File: config.mk
export PLATFORM = sky130hd
export DESIGN_NAME = tss_top
export DESIGN_NICKNAME = d
export VERILOG_FILES = /design/src/tss_pkg.sv /design/src/tss_strobe.sv /design/src/tss_slot_mover.sv /design/src/tss_top.sv
export SDC_FILE = /design/constraint.sdc
export NUM_CORES = 1
export LEC_CHECK = 0
export ABC_AREA = 1
export BUFFER_PORTS_ARGS = -buffer_cell sky130_fd_sc_hd__buf_2
export CAP_MARGIN = 20
export CELL_PAD_IN_SITES_DETAIL_PLACEMENT = 0
export CELL_PAD_IN_SITES_GLOBAL_PLACEMENT = 2
export CORE_MARGIN = 4
export CORE_UTILIZATION = 37
export CTS_CLUSTER_DIAMETER = 200
export DETAILED_ROUTE_END_ITERATION = 8
export GPL_TIMING_DRIVEN = 0
export PLACE_DENSITY_LB_ADDON = 0.2
export SETUP_SLACK_MARGIN = 0.5
export SLEW_MARGIN = 20
export SYNTH_ARGS = -nofsm -noshare
export SYNTH_HDL_FRONTEND = slang
export SYNTH_SLANG_ARGS = --single-unit
File: constraint.sdc
create_clock -name ref_clk -period 4.58 [get_ports ref_clk]
set_input_delay 0.458 -clock ref_clk [delete_from_list [all_inputs] [get_ports ref_clk]]
set_output_delay 0.458 -clock ref_clk [all_outputs]
set_load 0.01 [all_outputs]
File: src/tss_pkg.sv
// package for the tdm slot strobe and channel select block
// assumes a 12 slot, 8 bit per slot backplane frame, msb first
package tss_pkg;
  localparam int SLOTS_PER_FRAME = 12;
  localparam int SLOT_W          = 4;
  localparam int BIT_W           = 3;
  localparam int CNT_W           = 7;
  localparam int ADDR_W          = 4;
  localparam int DATA_W          = 8;
  localparam logic [CNT_W-1:0]  FRAME_LAST   = 7'h5F;
  localparam logic [BIT_W-1:0]  BIT_LAST     = 3'h7;
  localparam logic [SLOT_W-1:0] NEXT_OFS     = 4'h1;
  localparam logic [SLOT_W-1:0] THIRD_OFS    = 4'h3;
  localparam logic [BIT_W-1:0]  THIRD_BITS   = 3'h2;
  localparam logic [SLOT_W-1:0] LOAD_GAP     = 4'h2;
  localparam logic [SLOT_W-1:0] MON_IN_CH    = 4'h2;
  localparam logic [SLOT_W-1:0] SLOTS_PER_CH = 4'h4;
  // register offsets
  localparam logic [ADDR_W-1:0] REG_MODE     = 4'h0;
  localparam logic [ADDR_W-1:0] REG_STR_A    = 4'h1;
  localparam logic [ADDR_W-1:0] REG_STR_B    = 4'h2;
  localparam logic [ADDR_W-1:0] REG_STR_CONF = 4'h3;
  localparam logic [ADDR_W-1:0] REG_MON_CTRL = 4'h4;
  localparam logic [ADDR_W-1:0] REG_MON_DATA = 4'h5;
  localparam logic [ADDR_W-1:0] REG_MOVE_SRC = 4'h6;
  localparam logic [ADDR_W-1:0] REG_MOVE_DST = 4'h7;
  localparam logic [ADDR_W-1:0] REG_ACCESS   = 4'h8;
  localparam logic [ADDR_W-1:0] REG_POSITION = 4'h9;
  // reset values
  localparam logic [DATA_W-1:0] MODE_RESET   = 8'h00;
  localparam logic [DATA_W-1:0] STR_RESET    = 8'h00;
  localparam logic [DATA_W-1:0] CONF_RESET   = 8'h00;
  localparam logic [DATA_W-1:0] MON_RESET    = 8'h08;
  localparam logic [DATA_W-1:0] MDATA_RESET  = 8'hFF;
  localparam logic [DATA_W-1:0] MOVE_RESET   = 8'h00;
  // field positions
  localparam logic [1:0] RSS_STROBE = 2'h1;
  localparam int MODE_RSS_LSB = 0;
  localparam int MODE_RST_LVL = 2;
  localparam int STR_EN_BASE  = 4;
  localparam int STR_EN_NEXT  = 5;
  localparam int STR_EN_THIRD = 6;
  localparam int CONF_GATE_A  = 0;
  localparam int CONF_GATE_B  = 1;
  localparam int MON_MCS_LSB  = 0;
  localparam int MON_DIR      = 2;
  localparam int MON_EN       = 3;
  localparam int MOVE_LINE    = 4;
  localparam int MOVE_EN      = 7;

  // slot arithmetic modulo the frame
  function automatic logic [SLOT_W-1:0] slot_add(input logic [SLOT_W-1:0] s, input logic [SLOT_W-1:0] n);
    logic [SLOT_W:0] sum;
    sum = {1'b0, s} + {1'b0, n};
    if (sum >= (SLOT_W+1)'(SLOTS_PER_FRAME))
      sum = sum - (SLOT_W+1)'(SLOTS_PER_FRAME);
    return sum[SLOT_W-1:0];
  endfunction
endpackage

File: src/tss_strobe.sv
// one slot strobe or gated bit clock generator
// assumes tick pulses one cycle after the position counter moves
`timescale 1ns/10ps
`default_nettype none
module tss_strobe (
  // clock and reset
  input  wire logic                         ref_clk,
  input  wire logic                         rst,
  // frame position
  input  wire logic                         tick,
  input  wire logic                         framed,
  input  wire logic                         bclk_level,
  input  wire logic [tss_pkg::SLOT_W-1:0]   slot,
  input  wire logic [tss_pkg::BIT_W-1:0]    bit_idx,
  // control
  input  wire logic [tss_pkg::DATA_W-1:0]   ctrl,
  input  wire logic                         gated,
  // output
  output logic                              strobe
);
  import tss_pkg::*;
  logic                window;
  logic                next_window;
  logic                next_strobe;
  logic [SLOT_W-1:0]   base;
  assign base = ctrl[SLOT_W-1:0];

  always_comb begin
    next_window = window;
    // window only moves on tick, so it opens and closes on bit boundaries
    if (tick) begin
      next_window = framed & ((ctrl[STR_EN_BASE] & (slot == base)) |
                              (ctrl[STR_EN_NEXT] & (slot == slot_add(base, NEXT_OFS))) |
                              (ctrl[STR_EN_THIRD] & (slot == slot_add(base, THIRD_OFS)) &
                               (bit_idx < THIRD_BITS)));
    end
    // bclk_level is aligned with tick so no sliver leaks past the window edge
    next_strobe = gated ? (next_window & bclk_level) : next_window;
  end

  always_ff @(posedge ref_clk or posedge rst) begin
    if (rst) begin
      window <= 1'b0;
      strobe <= 1'b0;
    end else begin
      window <= next_window;
      strobe <= next_strobe;
    end
  end

  property p_low_outside;
    @(posedge ref_clk) disable iff (rst) !window |-> !strobe;
  endproperty
  a_low_outside: assert property (p_low_outside) else $error("strobe high outside window");
  property p_gate_low;
    @(posedge ref_clk) disable iff (rst) (gated && !bclk_level) |=> !strobe;
  endproperty
  a_gate_low: assert property (p_gate_low) else $error("gated clock high while bit clock low");
  property p_base_on;
    @(posedge ref_clk) disable iff (rst) (tick && framed && ctrl[STR_EN_BASE] && slot == base) |=> window;
  endproperty
  a_base_on: assert property (p_base_on) else $error("base slot window missing");
  property p_third_short;
    @(posedge ref_clk) disable iff (rst)
      (tick && ctrl[STR_EN_THIRD] && !ctrl[STR_EN_BASE] && !ctrl[STR_EN_NEXT] &&
       slot == slot_add(base, THIRD_OFS) && bit_idx == THIRD_BITS) |=> !window;
  endproperty
  a_third_short: assert property (p_third_short) else $error("third slot strobe too long");
endmodule
`default_nettype wire

File: src/tss_slot_mover.sv
// captures one slot from a line and replays it into a target slot
// assumes sample pulses on the bit clock fall, tick after the counter moves
`timescale 1ns/10ps
`default_nettype none
module tss_slot_mover (
  // clock and reset
  input  wire logic                         ref_clk,
  input  wire logic                         rst,
  // frame position and line bits
  input  wire logic                         sample,
  input  wire logic                         tick,
  input  wire logic                         framed,
  input  wire logic                         du_bit,
  input  wire logic                         dd_bit,
  input  wire logic [tss_pkg::SLOT_W-1:0]   slot,
  input  wire logic [tss_pkg::BIT_W-1:0]    bit_idx,
  // control
  input  wire logic [tss_pkg::DATA_W-1:0]   src_ctrl,
  input  wire logic [tss_pkg::DATA_W-1:0]   dst_ctrl,
  // results
  output logic [tss_pkg::DATA_W-1:0]        cap_byte,
  output logic                              active,
  output logic                              drive_bit
);
  import tss_pkg::*;
  logic [DATA_W-1:0] shift;
  logic [DATA_W-1:0] out_byte;
  logic [DATA_W-1:0] next_shift;
  logic [DATA_W-1:0] next_cap;
  logic [DATA_W-1:0] next_out;
  logic              src_bit;
  logic              enabled;
  logic [SLOT_W-1:0] src_slot;
  logic [SLOT_W-1:0] dst_slot;
  assign enabled  = src_ctrl[MOVE_EN] & framed;
  assign src_slot = src_ctrl[SLOT_W-1:0];
  assign dst_slot = dst_ctrl[SLOT_W-1:0];
  assign src_bit  = src_ctrl[MOVE_LINE] ? dd_bit : du_bit;

  always_comb begin
    next_shift = shift;
    next_cap   = cap_byte;
    next_out   = out_byte;
    if (sample) begin
      next_shift = {shift[DATA_W-2:0], src_bit};
      if (enabled && slot == src_slot && bit_idx == BIT_LAST)
        next_cap = {shift[DATA_W-2:0], src_bit};
    end
    // hand over two slots after capture: b >= a+2 same frame, else next frame
    if (tick && bit_idx == '0 && slot == slot_add(src_slot, LOAD_GAP))
      next_out = cap_byte;
  end

  always_ff @(posedge ref_clk or posedge rst) begin
    if (rst) begin
      shift    <= '0;
      cap_byte <= '0;
      out_byte <= MDATA_RESET;
    end else begin
      shift    <= next_shift;
      cap_byte <= next_cap;
      out_byte <= next_out;
    end
  end

  assign active    = enabled & (slot == dst_slot);
  // read the byte being handed over, else slot a+2 would open with a stale bit
  assign drive_bit = next_out[BIT_LAST - bit_idx];

  property p_handover;
    @(posedge ref_clk) disable iff (rst)
      (tick && bit_idx == '0 && slot == slot_add(src_slot, LOAD_GAP)) |=> out_byte == $past(cap_byte);
  endproperty
  a_handover: assert property (p_handover) else $error("captured byte not handed over");
endmodule
`default_nettype wire

File: src/tss_top.sv
// slot access logic: slot mover, two strobes, monitor channel placement
// assumes async backplane pins and a one-cycle register port on ref_clk
// Behaviour
// - looped slot reappears downstream one frame later
// - shift to slot a+2 or later: same frame
// - shift to a+1 or earlier: next frame
// - two independent programmable slot strobe outputs
// - second strobe shares reset pin, select 01
// - each pin: strobe or gated bit clock
// - strobes every frame from own control register
// - enables for base, next and third slot
// - base and next eight bits, third two
// - gated clock only in window, else low
// - channel select places monitor data
// - direction bit picks upstream or downstream line
// - enable bit turns monitor data on/off
// - reset: channel zero, enabled, downstream
//
// Chosen here: the placing of the registers and the plain strobed port.
`timescale 1ns/10ps
`default_nettype none
module tss_top (
  // clock and reset
  input  wire logic                         ref_clk,
  input  wire logic                         rst,
  // backplane pins, asynchronous
  input  wire logic                         bit_clk,
  input  wire logic                         frame_sync,
  input  wire logic                         du_in,
  input  wire logic                         dd_in,
  // line drive, enable high while driving
  output logic                              du_out,
  output logic                              du_oe,
  output logic                              dd_out,
  output logic                              dd_oe,
  // strobe pins
  output logic                              strobe_out_a,
  output logic                              strobe_out_b,
  // register port
  input  wire logic [tss_pkg::ADDR_W-1:0]   reg_addr,
  input  wire logic [tss_pkg::DATA_W-1:0]   reg_wdata,
  input  wire logic                         reg_wr,
  input  wire logic                         reg_rd,
  output logic [tss_pkg::DATA_W-1:0]        reg_rdata
);
  import tss_pkg::*;

  logic [3:0]        sync1;
  logic [3:0]        sync2;
  logic              bclk_d;
  logic              fs_d;
  logic              bclk_rise;
  logic              bclk_fall;
  logic              fs_rise;
  logic              frame_start;
  logic              tick;
  logic              fs_pend;
  logic              framed;
  logic [CNT_W-1:0]  bit_count;
  logic              next_fs_pend;
  logic              next_framed;
  logic [CNT_W-1:0]  next_count;
  logic [SLOT_W-1:0] slot;
  logic [BIT_W-1:0]  bit_idx;
  logic [DATA_W-1:0] first_mode_register;
  logic [DATA_W-1:0] strobe_ctrl_a;
  logic [DATA_W-1:0] strobe_ctrl_b;
  logic [DATA_W-1:0] strobe_config_register;
  logic [DATA_W-1:0] monitor_control_register;
  logic [DATA_W-1:0] monitor_data;
  logic [DATA_W-1:0] move_src;
  logic [DATA_W-1:0] move_dst;
  logic [DATA_W-1:0] next_mode;
  logic [DATA_W-1:0] next_str_a;
  logic [DATA_W-1:0] next_str_b;
  logic [DATA_W-1:0] next_conf;
  logic [DATA_W-1:0] next_mon;
  logic [DATA_W-1:0] next_mdata;
  logic [DATA_W-1:0] next_src;
  logic [DATA_W-1:0] next_dst;
  logic [DATA_W-1:0] next_rdata;
  logic [DATA_W-1:0] channel_access_register;
  logic              move_active;
  logic              move_bit;
  logic              win_a;
  logic              win_b;
  logic              mon_hit;
  logic [SLOT_W-1:0] mon_slot;
  logic              next_du_out;
  logic              next_du_oe;
  logic              next_dd_out;
  logic              next_dd_oe;
  logic              next_pin_a;
  logic              next_pin_b;

  // pins pass two flops; edge detection compares the second stage with a third flop
  always_ff @(posedge ref_clk or posedge rst) begin
    if (rst) begin
      sync1  <= '0;
      sync2  <= '0;
      bclk_d <= 1'b0;
      fs_d   <= 1'b0;
      tick   <= 1'b0;
    end else begin
      sync1  <= {dd_in, du_in, frame_sync, bit_clk};
      sync2  <= sync1;
      bclk_d <= sync2[0];
      fs_d   <= sync2[1];
      tick   <= bclk_rise;
    end
  end

  assign bclk_rise   = sync2[0] & ~bclk_d;
  assign bclk_fall   = ~sync2[0] & bclk_d;
  assign fs_rise     = sync2[1] & ~fs_d;
  assign frame_start = bclk_rise & (fs_pend | fs_rise);
  assign slot        = bit_count[CNT_W-1:BIT_W];
  assign bit_idx     = bit_count[BIT_W-1:0];

  // frame position counts bit clock rises, restarted by frame sync
  always_comb begin
    next_fs_pend = fs_pend;
    next_framed  = framed;
    next_count   = bit_count;
    if (bclk_rise) begin
      next_fs_pend = 1'b0;
      if (frame_start) begin
        next_count  = '0;
        next_framed = 1'b1;
      end else if (bit_count == FRAME_LAST) begin
        next_count = '0;
      end else begin
        next_count = bit_count + 1'b1;
      end
    end else if (fs_rise) begin
      next_fs_pend = 1'b1;
    end
  end

  always_ff @(posedge ref_clk or posedge rst) begin
    if (rst) begin
      fs_pend   <= 1'b0;
      framed    <= 1'b0;
      bit_count <= '0;
    end else begin
      fs_pend   <= next_fs_pend;
      framed    <= next_framed;
      bit_count <= next_count;
    end
  end

  // register file
  always_comb begin
    next_mode  = first_mode_register;
    next_str_a = strobe_ctrl_a;
    next_str_b = strobe_ctrl_b;
    next_conf  = strobe_config_register;
    next_mon   = monitor_control_register;
    next_mdata = monitor_data;
    next_src   = move_src;
    next_dst   = move_dst;
    next_rdata = '0;
    if (reg_wr) begin
      case (reg_addr)
        REG_MODE:     next_mode  = reg_wdata;
        REG_STR_A:    next_str_a = reg_wdata;
        REG_STR_B:    next_str_b = reg_wdata;
        REG_STR_CONF: next_conf  = reg_wdata;
        REG_MON_CTRL: next_mon   = reg_wdata;
        REG_MON_DATA: next_mdata = reg_wdata;
        REG_MOVE_SRC: next_src   = reg_wdata;
        REG_MOVE_DST: next_dst   = reg_wdata;
        default:      next_mode  = first_mode_register;
      endcase
    end
    if (reg_rd) begin
      case (reg_addr)
        REG_MODE:     next_rdata = first_mode_register;
        REG_STR_A:    next_rdata = strobe_ctrl_a;
        REG_STR_B:    next_rdata = strobe_ctrl_b;
        REG_STR_CONF: next_rdata = strobe_config_register;
        REG_MON_CTRL: next_rdata = monitor_control_register;
        REG_MON_DATA: next_rdata = monitor_data;
        REG_MOVE_SRC: next_rdata = move_src;
        REG_MOVE_DST: next_rdata = move_dst;
        REG_ACCESS:   next_rdata = channel_access_register;
        REG_POSITION: next_rdata = {framed, 3'h0, slot};
        default:      next_rdata = '0;
      endcase
    end
  end

  always_ff @(posedge ref_clk or posedge rst) begin
    if (rst) begin
      first_mode_register      <= MODE_RESET;
      strobe_ctrl_a            <= STR_RESET;
      strobe_ctrl_b            <= STR_RESET;
      strobe_config_register   <= CONF_RESET;
      monitor_control_register <= MON_RESET;
      monitor_data             <= MDATA_RESET;
      move_src                 <= MOVE_RESET;
      move_dst                 <= MOVE_RESET;
      reg_rdata                <= '0;
    end else begin
      first_mode_register      <= next_mode;
      strobe_ctrl_a            <= next_str_a;
      strobe_ctrl_b            <= next_str_b;
      strobe_config_register   <= next_conf;
      monitor_control_register <= next_mon;
      monitor_data             <= next_mdata;
      move_src                 <= next_src;
      move_dst                 <= next_dst;
      reg_rdata                <= next_rdata;
    end
  end

  tss_slot_mover u_mover (
    .ref_clk   (ref_clk),
    .rst       (rst),
    .sample    (bclk_fall),
    .tick      (tick),
    .framed    (framed),
    .du_bit    (sync2[2]),
    .dd_bit    (sync2[3]),
    .slot      (slot),
    .bit_idx   (bit_idx),
    .src_ctrl  (move_src),
    .dst_ctrl  (move_dst),
    .cap_byte  (channel_access_register),
    .active    (move_active),
    .drive_bit (move_bit)
  );

  // two instances, each from its own control register
  tss_strobe u_strobe_a (
    .ref_clk    (ref_clk),
    .rst        (rst),
    .tick       (tick),
    .framed     (framed),
    .bclk_level (bclk_d),
    .slot       (slot),
    .bit_idx    (bit_idx),
    .ctrl       (strobe_ctrl_a),
    .gated      (strobe_config_register[CONF_GATE_A]),
    .strobe     (win_a)
  );

  tss_strobe u_strobe_b (
    .ref_clk    (ref_clk),
    .rst        (rst),
    .tick       (tick),
    .framed     (framed),
    .bclk_level (bclk_d),
    .slot       (slot),
    .bit_idx    (bit_idx),
    .ctrl       (strobe_ctrl_b),
    .gated      (strobe_config_register[CONF_GATE_B]),
    .strobe     (win_b)
  );

  // monitor slot is the third slot of the selected channel
  assign mon_slot = slot_add(MON_IN_CH, SLOT_W'(SLOTS_PER_CH * monitor_control_register[MON_MCS_LSB +: 2]));
  assign mon_hit  = framed & monitor_control_register[MON_EN] & (slot == mon_slot);

  // lines released high when idle; mover wins over monitor if both aim at a bit
  always_comb begin
    next_du_out = du_out;
    next_du_oe  = du_oe;
    next_dd_out = dd_out;
    next_dd_oe  = dd_oe;
    if (tick) begin
      next_du_out = 1'b1;
      next_du_oe  = 1'b0;
      next_dd_out = 1'b1;
      next_dd_oe  = 1'b0;
      if (mon_hit) begin
        if (monitor_control_register[MON_DIR]) begin
          next_du_oe  = 1'b1;
          next_du_out = monitor_data[BIT_LAST - bit_idx];
        end else begin
          next_dd_oe  = 1'b1;
          next_dd_out = monitor_data[BIT_LAST - bit_idx];
        end
      end
      if (move_active) begin
        if (move_dst[MOVE_LINE]) begin
          next_dd_oe  = 1'b1;
          next_dd_out = move_bit;
        end else begin
          next_du_oe  = 1'b1;
          next_du_out = move_bit;
        end
      end
    end
    next_pin_a = win_a;
    next_pin_b = (first_mode_register[MODE_RSS_LSB +: 2] == RSS_STROBE) ?
                 win_b : first_mode_register[MODE_RST_LVL];
  end

  always_ff @(posedge ref_clk or posedge rst) begin
    if (rst) begin
      du_out       <= 1'b1;
      du_oe        <= 1'b0;
      dd_out       <= 1'b1;
      dd_oe        <= 1'b0;
      strobe_out_a <= 1'b0;
      strobe_out_b <= 1'b0;
    end else begin
      du_out       <= next_du_out;
      du_oe        <= next_du_oe;
      dd_out       <= next_dd_out;
      dd_oe        <= next_dd_oe;
      strobe_out_a <= next_pin_a;
      strobe_out_b <= next_pin_b;
    end
  end

  property p_frame_wrap;
    @(posedge ref_clk) disable iff (rst) (bclk_rise && !frame_start && bit_count == FRAME_LAST) |=> bit_count == '0;
  endproperty
  a_frame_wrap: assert property (p_frame_wrap) else $error("frame counter did not wrap");
  property p_mon_reset;
    @(posedge ref_clk) disable iff (rst) $fell(rst) |-> monitor_control_register == MON_RESET;
  endproperty
  a_mon_reset: assert property (p_mon_reset) else $error("monitor control reset value wrong");
  property p_pin_b_reset;
    @(posedge ref_clk) disable iff (rst)
      (first_mode_register[MODE_RSS_LSB +: 2] != RSS_STROBE) |=> strobe_out_b == $past(first_mode_register[MODE_RST_LVL]);
  endproperty
  a_pin_b_reset: assert property (p_pin_b_reset) else $error("shared pin not showing reset output");
  property p_mon_dd;
    @(posedge ref_clk) disable iff (rst)
      (tick && mon_hit && !monitor_control_register[MON_DIR] && !move_active)
      |=> dd_oe && dd_out == $past(monitor_data[BIT_LAST - bit_idx]) ##1 dd_oe;
  endproperty
  a_mon_dd: assert property (p_mon_dd) else $error("monitor bit not on downstream line");
  property p_mon_off;
    @(posedge ref_clk) disable iff (rst)
      (tick && !monitor_control_register[MON_EN] && !move_active) |=> !du_oe && !dd_oe;
  endproperty
  a_mon_off: assert property (p_mon_off) else $error("line driven with monitor disabled");
  property p_lines_hold;
    @(posedge ref_clk) disable iff (rst) !$past(tick) |-> $stable(dd_oe) && $stable(du_oe);
  endproperty
  a_lines_hold: assert property (p_lines_hold) else $error("line changed between bit boundaries");

  c_frame:   cover property (@(posedge ref_clk) disable iff (rst) frame_start ##1 framed);
  c_move:    cover property (@(posedge ref_clk) disable iff (rst) tick && move_active);
  c_strobe:  cover property (@(posedge ref_clk) disable iff (rst) $rose(strobe_out_a));
  c_mon_up:  cover property (@(posedge ref_clk) disable iff (rst) du_oe && monitor_control_register[MON_DIR]);
endmodule
`default_nettype wire

==> results of run 1 <==
metrics by stage:
step                      instances  hold slack (ps)  instance area (um2)
final                          1063            55.61                 7458
after global routing           1063            82.90                 7458
after CTS                      1063            67.66                 7458
after detailed placement       1031            338.1                 6880
after global placement         1030            333.8                 6848
after floorplan                 778            331.2                 6412
flip-flops by register name (all words and copies together), names as in the netlist, 4 cells and up:
name and cells:
monitor_data 8, u_mover.out_byte 8, monitor_control_register 8, u_mover.cap_byte 8, move_src 8, strobe_ctrl_b 8
sync2 4, bit_count 7, reg_rdata 8, sync1 4, first_mode_register 8, u_mover.shift 7
strobe_ctrl_a 8, strobe_config_register 8, move_dst 8
metal layers:
layer / up-vias / GRT usage [%]
met5: - / 0
met4: 0 / 7.445
met3: 28 / 3.122
met2: 136 / 30.00
met1: 2644 / 27.41
li1: 2677 / -
final timing paths:
path | slack (ps) | to
worst max-delay path | 1930 | dd_out$_DFFE_PP1P_
worst min-delay path | 60 | u_mover.shift[3]$_DFFE_PP0P_
worst max register to register | 1930 | dd_out$_DFFE_PP1P_
worst min register to register | 350 | sync2[3]$_DFF_PP0_
max in group asynchronous | 3760 | monitor_control_register[3]$_DFFE_PP1P_
min in group ref_clk | 140 | sync1[0]$_DFF_PP0_
cells by family after synthesis:
kind of cell / count (synthesis)
adder cells (fa/ha/maj): 17
AND/OR/NAND/NOR: 330
XOR/XNOR: 20
AO/OA/AOI/OAI: 163
multiplexers: 2
flip-flops: 125
buffers and inverters: 121
synthesized netlist by cell type, types with 2 or more instances:
cell type  count  area (um2)
nand2_1      223       837.1
dfrtp_1      106        2653
inv_1         98       367.9
o21ai_0       95       475.5
nor2_1        37       138.9
nand3_1       34       170.2
dfstp_2       19       499.2
a221oi_1      17       148.9
ha_1          17       212.7
a21oi_1       15       75.07
nand4_1       13       81.33
xor2_1        13       113.9
clkbuf_1      12       45.04
nor3_1         9       45.04
o22ai_1        9       56.30
xnor2_1        5       43.79
buf_2          4       20.02
buf_4          4       30.03
nand2_2        4       25.02
o21ai_1        4       20.02
o21bai_1       4       30.03
a31oi_1        3       18.77
o211ai_1       3       22.52
a22oi_1        2       15.01
a41oi_1        2       17.52
and2_1         2       12.51
mux2_2         2       22.52
nor4_1         2       12.51
o2111ai_1      2       17.52
o21a_1         2       15.01
where the power goes:
part,switching [mW],internal [mW]
sequential,0.158,1.31
combinational,0.466,0.276
clock,0.552,0.764
area by class of cell:
type,instances,area (um2)
Timing Repair Buffer,33,187.7
Fill cell,1677,9301
Inverter,100,380.4
Sequential cell,125,3152
Clock buffer,17,425.4
Buffer,21,106.4
Multi-Input combinational cell,532,2779
Clock inverter,15,152.6
Tap cell,220,275.3
==> flow_summary.ini, run 1 <==
[timing]
slew_viol_final = 0
finalSetupTns_ps = 0
layout_setup_ws_ps = 1934
fin_crit_ps = 2646
worstMarginPinSlew_ps = 738.8
max_freq_mhz = 377.9
hold_viol_final = 0
relSlewSlack_pct = 50.57
rsz0062_at_grt = false
setup_viol = 0
period_share_pct = 57.78
clock_skew_ps = 5.705

[global_routing]
grt_pass1_wl_um = 29360
grt_start_max_net_pins = 79
grt_use_total_pct = 19.39
grt_pass1_vias = 5385
gr-total-overflow = 0
antenna_found_initial = 0

[logic_synthesis]
syn_nets = 815
synth_top_family_by_area = simple AND/OR/NAND/NOR gates
synth_fa_ha_area_share_pct = 3.317
synth-compound-area-share_pct = 14.85
synth_top_flop_cell = dfrtp_1
yosysSeqAreaShare_pct = 49.15
synth_cell_types = 46
syn_avg_cell_area_um2 = 8.242
synthesis.area_mm2 = 0.006412
async_flop_share_pct = 100.0
synthMuxAreaShare_pct = 0.3512
ys_ff_latch = 125
synth_edf_count = 0
yosysWarnings = 0
synth_xor_area_share_pct = 2.966
synth-simple-area-share_pct = 21.85
synthCells = 778

[setup_path]
critical_path_buf_inv_count = 2
crit_arrival_ps = 3000
crit_path_frequent_cell = nand2_1
worstReg2RegStart = move_src[2]$_DFFE_PP0P_
cp-start-kind = flop
path_cells = ha_1 -> inv_1 -> nand2_1 -> nand2_2 -> inv_1 -> ha_1 -> nand2_1 -> nand2_1 -> nand2_2 -> nand2_1 -> nand2_1 -> nand2_1 -> nand2_1 -> nand2_4 -> nor2_8 -> nand2_1 -> nand2_1 -> nor2_1 -> nor2_1 -> nand2_1 -> nand2_1 -> nand2_1 -> nand2_1 -> nand2_1
cpPeakStageDelay_ps = 480
crit_cells = 24
crit_family = simple AND/OR/NAND/NOR gates
end_kind = flop
worstSetupStartpoint = move_src[2]$_DFFE_PP0P_
crit_type = flop to flop
r2r_cells = 24
required_ps = 4930
worst-path-max-fanout = 9
cpMaxStageDelayCell = dfrtp_1

[floorplanning]
initial_core_util_pct = 38.26
die_area_mm2 = 0.01950
die_h_um = 139.6
fp-row-count = 47
io_pins = 34
core_mm2 = 0.01676
fp.dieW_um = 139.6

[placed_design]
io_buffers = 32
place.gp.congestion = 0.8764
dp_hpwl_um = 13750
dp_worst_setup_slack_ps = 1951

[clock_tree]
postCtsSetupBuffers = 0
cts.clk_slew.worst_paths_ps = 60
cts_root_buf = clkbuf_16
cts.sinks = 125
cts_buffers = 17
cts-resized-gates = 0
cts_buffer_depth = 2
holdBufCountCts = 0
htreeDepth = 4
cts_tree = done
clk_latency_ps = 420

[finish]
fin_nets = 867
area_growth_pct = 16.31
antennaDiodeCount = 0
drive_gt1_share_pct = 12.81
final_common_cell = nand2_1
final_cell_mix = 223 x nand2_1, 106 x dfrtp_1, 97 x inv_1
fin_util_pct = 44.50

[status]
status = complete, no violations

[routing]
wl_met2_um = 8503
drt-total-wl_um = 18640
vias = 5485
wire_per_inst_um = 17.53
dr.max_layer_used = met4
routed-wl-met3_um = 807
met1Wirelength_um = 8896
first_pass_iters = 5
ant_nets = 0
drt-vias-per-instance = 5.160
drt_iter0_drc = 334
drcViolationCount = 0

[flow_run]
maxCapViolations = 0

[pwr]
power.density_mw_per_mm2 = 472.5
p_leak_nw = 3.626
max-vdd-ir-drop_v = 0.0002297
total_power_mw = 3.524

[hold_path]
hold_class = primary input to asynchronous set/reset pin
No activity file was read; power rests on OpenSTA's default activity.
==> run 2, diff against run 1 <==
- ABC_AREA: 1 -> 0
- CORE_UTILIZATION: 37 -> 38
- clock period: 4.58 -> 2.2 ns (I/O delays scaled with it)
==> run 2 against run 1 <==
Net effect: global-route usage rose by 1.9 points; critical path depth fell by 10; the flow now finishes with violations (setup timing); sequential power rose by 110%; largest cell class is now multi-input gates; largest power group unchanged; register-to-register slack got worse by 2500 ps; final area rose by 23%; via count fell by 0.98%; utilization rose by 7.7 points; sequential share of layout area fell by 7.7 points; sequential cell count did not move.
==> flow_summary.ini, run 2 <==
[placed_design]
dp_hpwl_um = 14290
place.gp.congestion = 0.8997
io_buffers = 31
post-place-cells = 886

[floorplanning]
die_h_um = 142.6
fp-row-count = 48
io_pins = 34
core_mm2 = 0.01754
initial_core_util_pct = 39.25
fp.dieW_um = 142.6
die_area_mm2 = 0.02033

[status]
violations = setup timing
status = complete, but fails checks

[finish]
final_common_cell = dfrtp_1
antennaDiodeCount = 0
fill_cells = 1568
drive_gt1_share_pct = 46.28
multi_input_area_mm2 = 0.004016
final_cell_mix = 101 x dfrtp_1, 80 x mux2_2, 34 x buf_4
stdcell_count = 964
area_growth_pct = 32.90
seqCellArea_mm2 = 0.003158
fin_nets = 763

[clock_tree]
cts_tree = done
htreeDepth = 4
cts.clk_slew.worst_paths_ps = 60
cts_buffer_depth = 2
clk_latency_ps = 420
cts.sinks = 125
cts_buffers = 17
cts_root_buf = clkbuf_16

[logic_synthesis]
synth_top_flop_cell = dfrtp_1
synth.most_common_cell = dfrtp_1
synth-simple-area-share_pct = 12.00
syn_avg_cell_area_um2 = 10.99
async_flop_share_pct = 100.0
synth.area.top_cells = dfrtp_1 39%, mux2_2 16%, dfstp_2 7.3%, ha_1 3.1%, xnor2_1 2.5%
synth-compound-area-share_pct = 13.00
synth_top_area_cell = dfrtp_1
synth_cell_types = 76
synth_common_cells = 106 x dfrtp_1, 95 x mux2_2, 35 x nand2_1
synth_fa_ha_area_share_pct = 3.090
yosysWarnings = 0
syn_nets = 663
synthMuxAreaShare_pct = 18.23
yosysSeqAreaShare_pct = 45.79
synthCells = 626
synth_edf_count = 0
synthesis.area_mm2 = 0.006883
ys_ff_latch = 125
synth_top_area_share_pct = 38.54
synth_xor_area_share_pct = 4.072
synth_top_family_by_area = multiplexers

[timing]
fin_crit_ps = 2757
layout_setup_ws_ps = -556.9
period_share_pct = 125.3
setup_viol = 14
hold_viol_final = 0
worstMarginPinSlew_ps = 631.9
slew_viol_final = 0
max_freq_mhz = 362.7
clock_skew_ps = 9.468
relSlewSlack_pct = 57.78
rsz0062_at_grt = true
whs_ps = 185.3

[setup_path]
r2r_slack_ps = -560
required_ps = 2500
end_kind = flop
crit_arrival_ps = 3050
r2r-end = u_strobe_b.window$_DFF_PP0_
crit_type = flop to flop
cp-start-kind = flop
worst-path-max-fanout = 3
r2r_cells = 14
worstReg2RegStart = strobe_ctrl_b[0]$_DFFE_PP0P_

[global_routing]
antenna_found_initial = 0
grt_pass1_wl_um = 33190
gr-total-overflow = 0
grt_start_max_net_pins = 34
use_met3_pct = 4.503
grt_pass1_vias = 5647
grt_use_total_pct = 21.31
gr-usage-met2_pct = 33.73
grtUsageMet1_pct = 30.59
globalRoute.busiestLayer = met2

[routing]
wire_per_inst_um = 21.71
vias = 5431
ant_nets = 0
drt-total-wl_um = 20930
drcViolationCount = 0
drt-vias-per-instance = 5.634
first_pass_iters = 5
drt_iter0_drc = 347

[pwr]
pwr-share-seq_pct = 34.8
clock_power_share_pct = 33.4
power.switching_mw = 2.832
pwr-share-comb_pct = 31.8
max-vdd-ir-drop_v = 0.0007705
p_leak_nw = 3.836
sw_frac_of_total_pct = 32.34
power.density_mw_per_mm2 = 957.1
intPower_mw = 5.923

[hold_path]
holdPathStages = 3
min_to = move_src[1]$_DFFE_PP0P_
min_from = reg_wdata[1]
hold_class = primary input to flop

[flow_run]
maxCapViolations = 0
==> run 2: changes by cell type in the layout (fill, tap and decap cells not counted), moves of 15 or more <==
cell / previous run / this run
a221oi_1: 17 / 2
buf_4: 4 / 34
inv_1: 97 / 16
mux2_2: 2 / 80
mux2_4: 0 / 16
nand2_1: 223 / 30
o21ai_0: 95 / 20
==> run 2: metal layers <==
| layer | wire [um] | vias to the layer above |
|---|---|---|
| li1 | - | 2502 |
| met1 | 10160 | 2796 |
| met2 | 9864 | 116 |
| met3 | 733 | 17 |
| met4 | 170 | 0 |
| met5 | 0 | - |
==> run 2: metrics by stage <==
stage | utilization (%) | setup TNS (ps) | total power, mW | worst slack [ps] | area (um2)
after floorplan | - | -5585 | 4.623 | -659.4 | 7042
after global placement | 42.64 | -54980 | 5.136 | -1062 | 7478
after detailed placement | 43.14 | -14920 | 5.215 | -1072 | 7566
after CTS | 50.41 | -6185 | 8.538 | -565.3 | 8841
after global routing | 52.16 | -7941 | 9.227 | -652.3 | 9148
final | 52.16 | -6576 | 8.755 | -556.9 | 9148
==> run 2: timing repair <==
item	CTS	global route
resized for setup	94	58
hold endpoints to repair	14	0
setup buffers	32	9
endpoints found under the setup margin	70	40
cloned	0	0
pin swaps	26	28
hold buffers	5	0
==> run 2: logic make-up (layout without fill, tap and decap cells) <==
kind of cell             after synthesis  in the layout
AND/OR/NAND/NOR                      158            158
adder cells (fa/ha/maj)               17             17
multiplexers                         108            108
buffers and inverters                 59            172
XOR/XNOR                              32             32
flip-flops                           125            125
AO/OA/AOI/OAI                        127            127
==> run 2: worst max path at each step <==
stage | from | endpoint | cells after the start
after CTS | move_src[2]$_DFFE_PP0P_ | du_out$_DFFE_PP1P_ | 12
after global routing | strobe_ctrl_b[0]$_DFFE_PP0P_ | u_strobe_b.window$_DFF_PP0_ | 14
after detailed placement | move_src[2]$_DFFE_PP0P_ | dd_out$_DFFE_PP1P_ | 11
final | strobe_ctrl_b[0]$_DFFE_PP0P_ | u_strobe_b.window$_DFF_PP0_ | 14
after global placement | move_src[2]$_DFFE_PP0P_ | dd_out$_DFFE_PP1P_ | 11
after floorplan | move_src[1]$_DFFE_PP0P_ | dd_out$_DFFE_PP1P_ | 11
==> run 2: layout make-up <==
cell class                 instances  area share [%]
buffer                            36           3.584
clock buffer                      20           5.102
clock inverter                    12           1.600
inverter                          23           1.135
multi-input combinational        442           43.91
sequential                       125           34.52
tap                              225           3.078
timing repair buffer              81           7.072
==> run 2: worst max-delay path, cell delays in order, from the launching register on <==
cell and delay (ps):
dfrtp_1 380, clkbuf_8 160, buf_4 150, o21ai_4 140, xnor2_2 90, ha_2 210
nand2_2 70, buf_6 110, a221oi_4 50, a31o_2 230, a311oi_2 320, nor4_2 100
a2111oi_2 410, buf_4 190, nor2_2 30
==> run 2: power by group through the flow <==
stage          clock (mW)  sequential, mW  combinational (mW)
2_1_floorplan           0            2.96                1.67
3_3_place_gp            0            3.07                2.07
4_1_cts              2.96            3.03                2.55
6_report             2.92            3.05                2.78
3_5_place_dp            0            3.08                2.14
5_1_grt              3.09            3.09                3.04
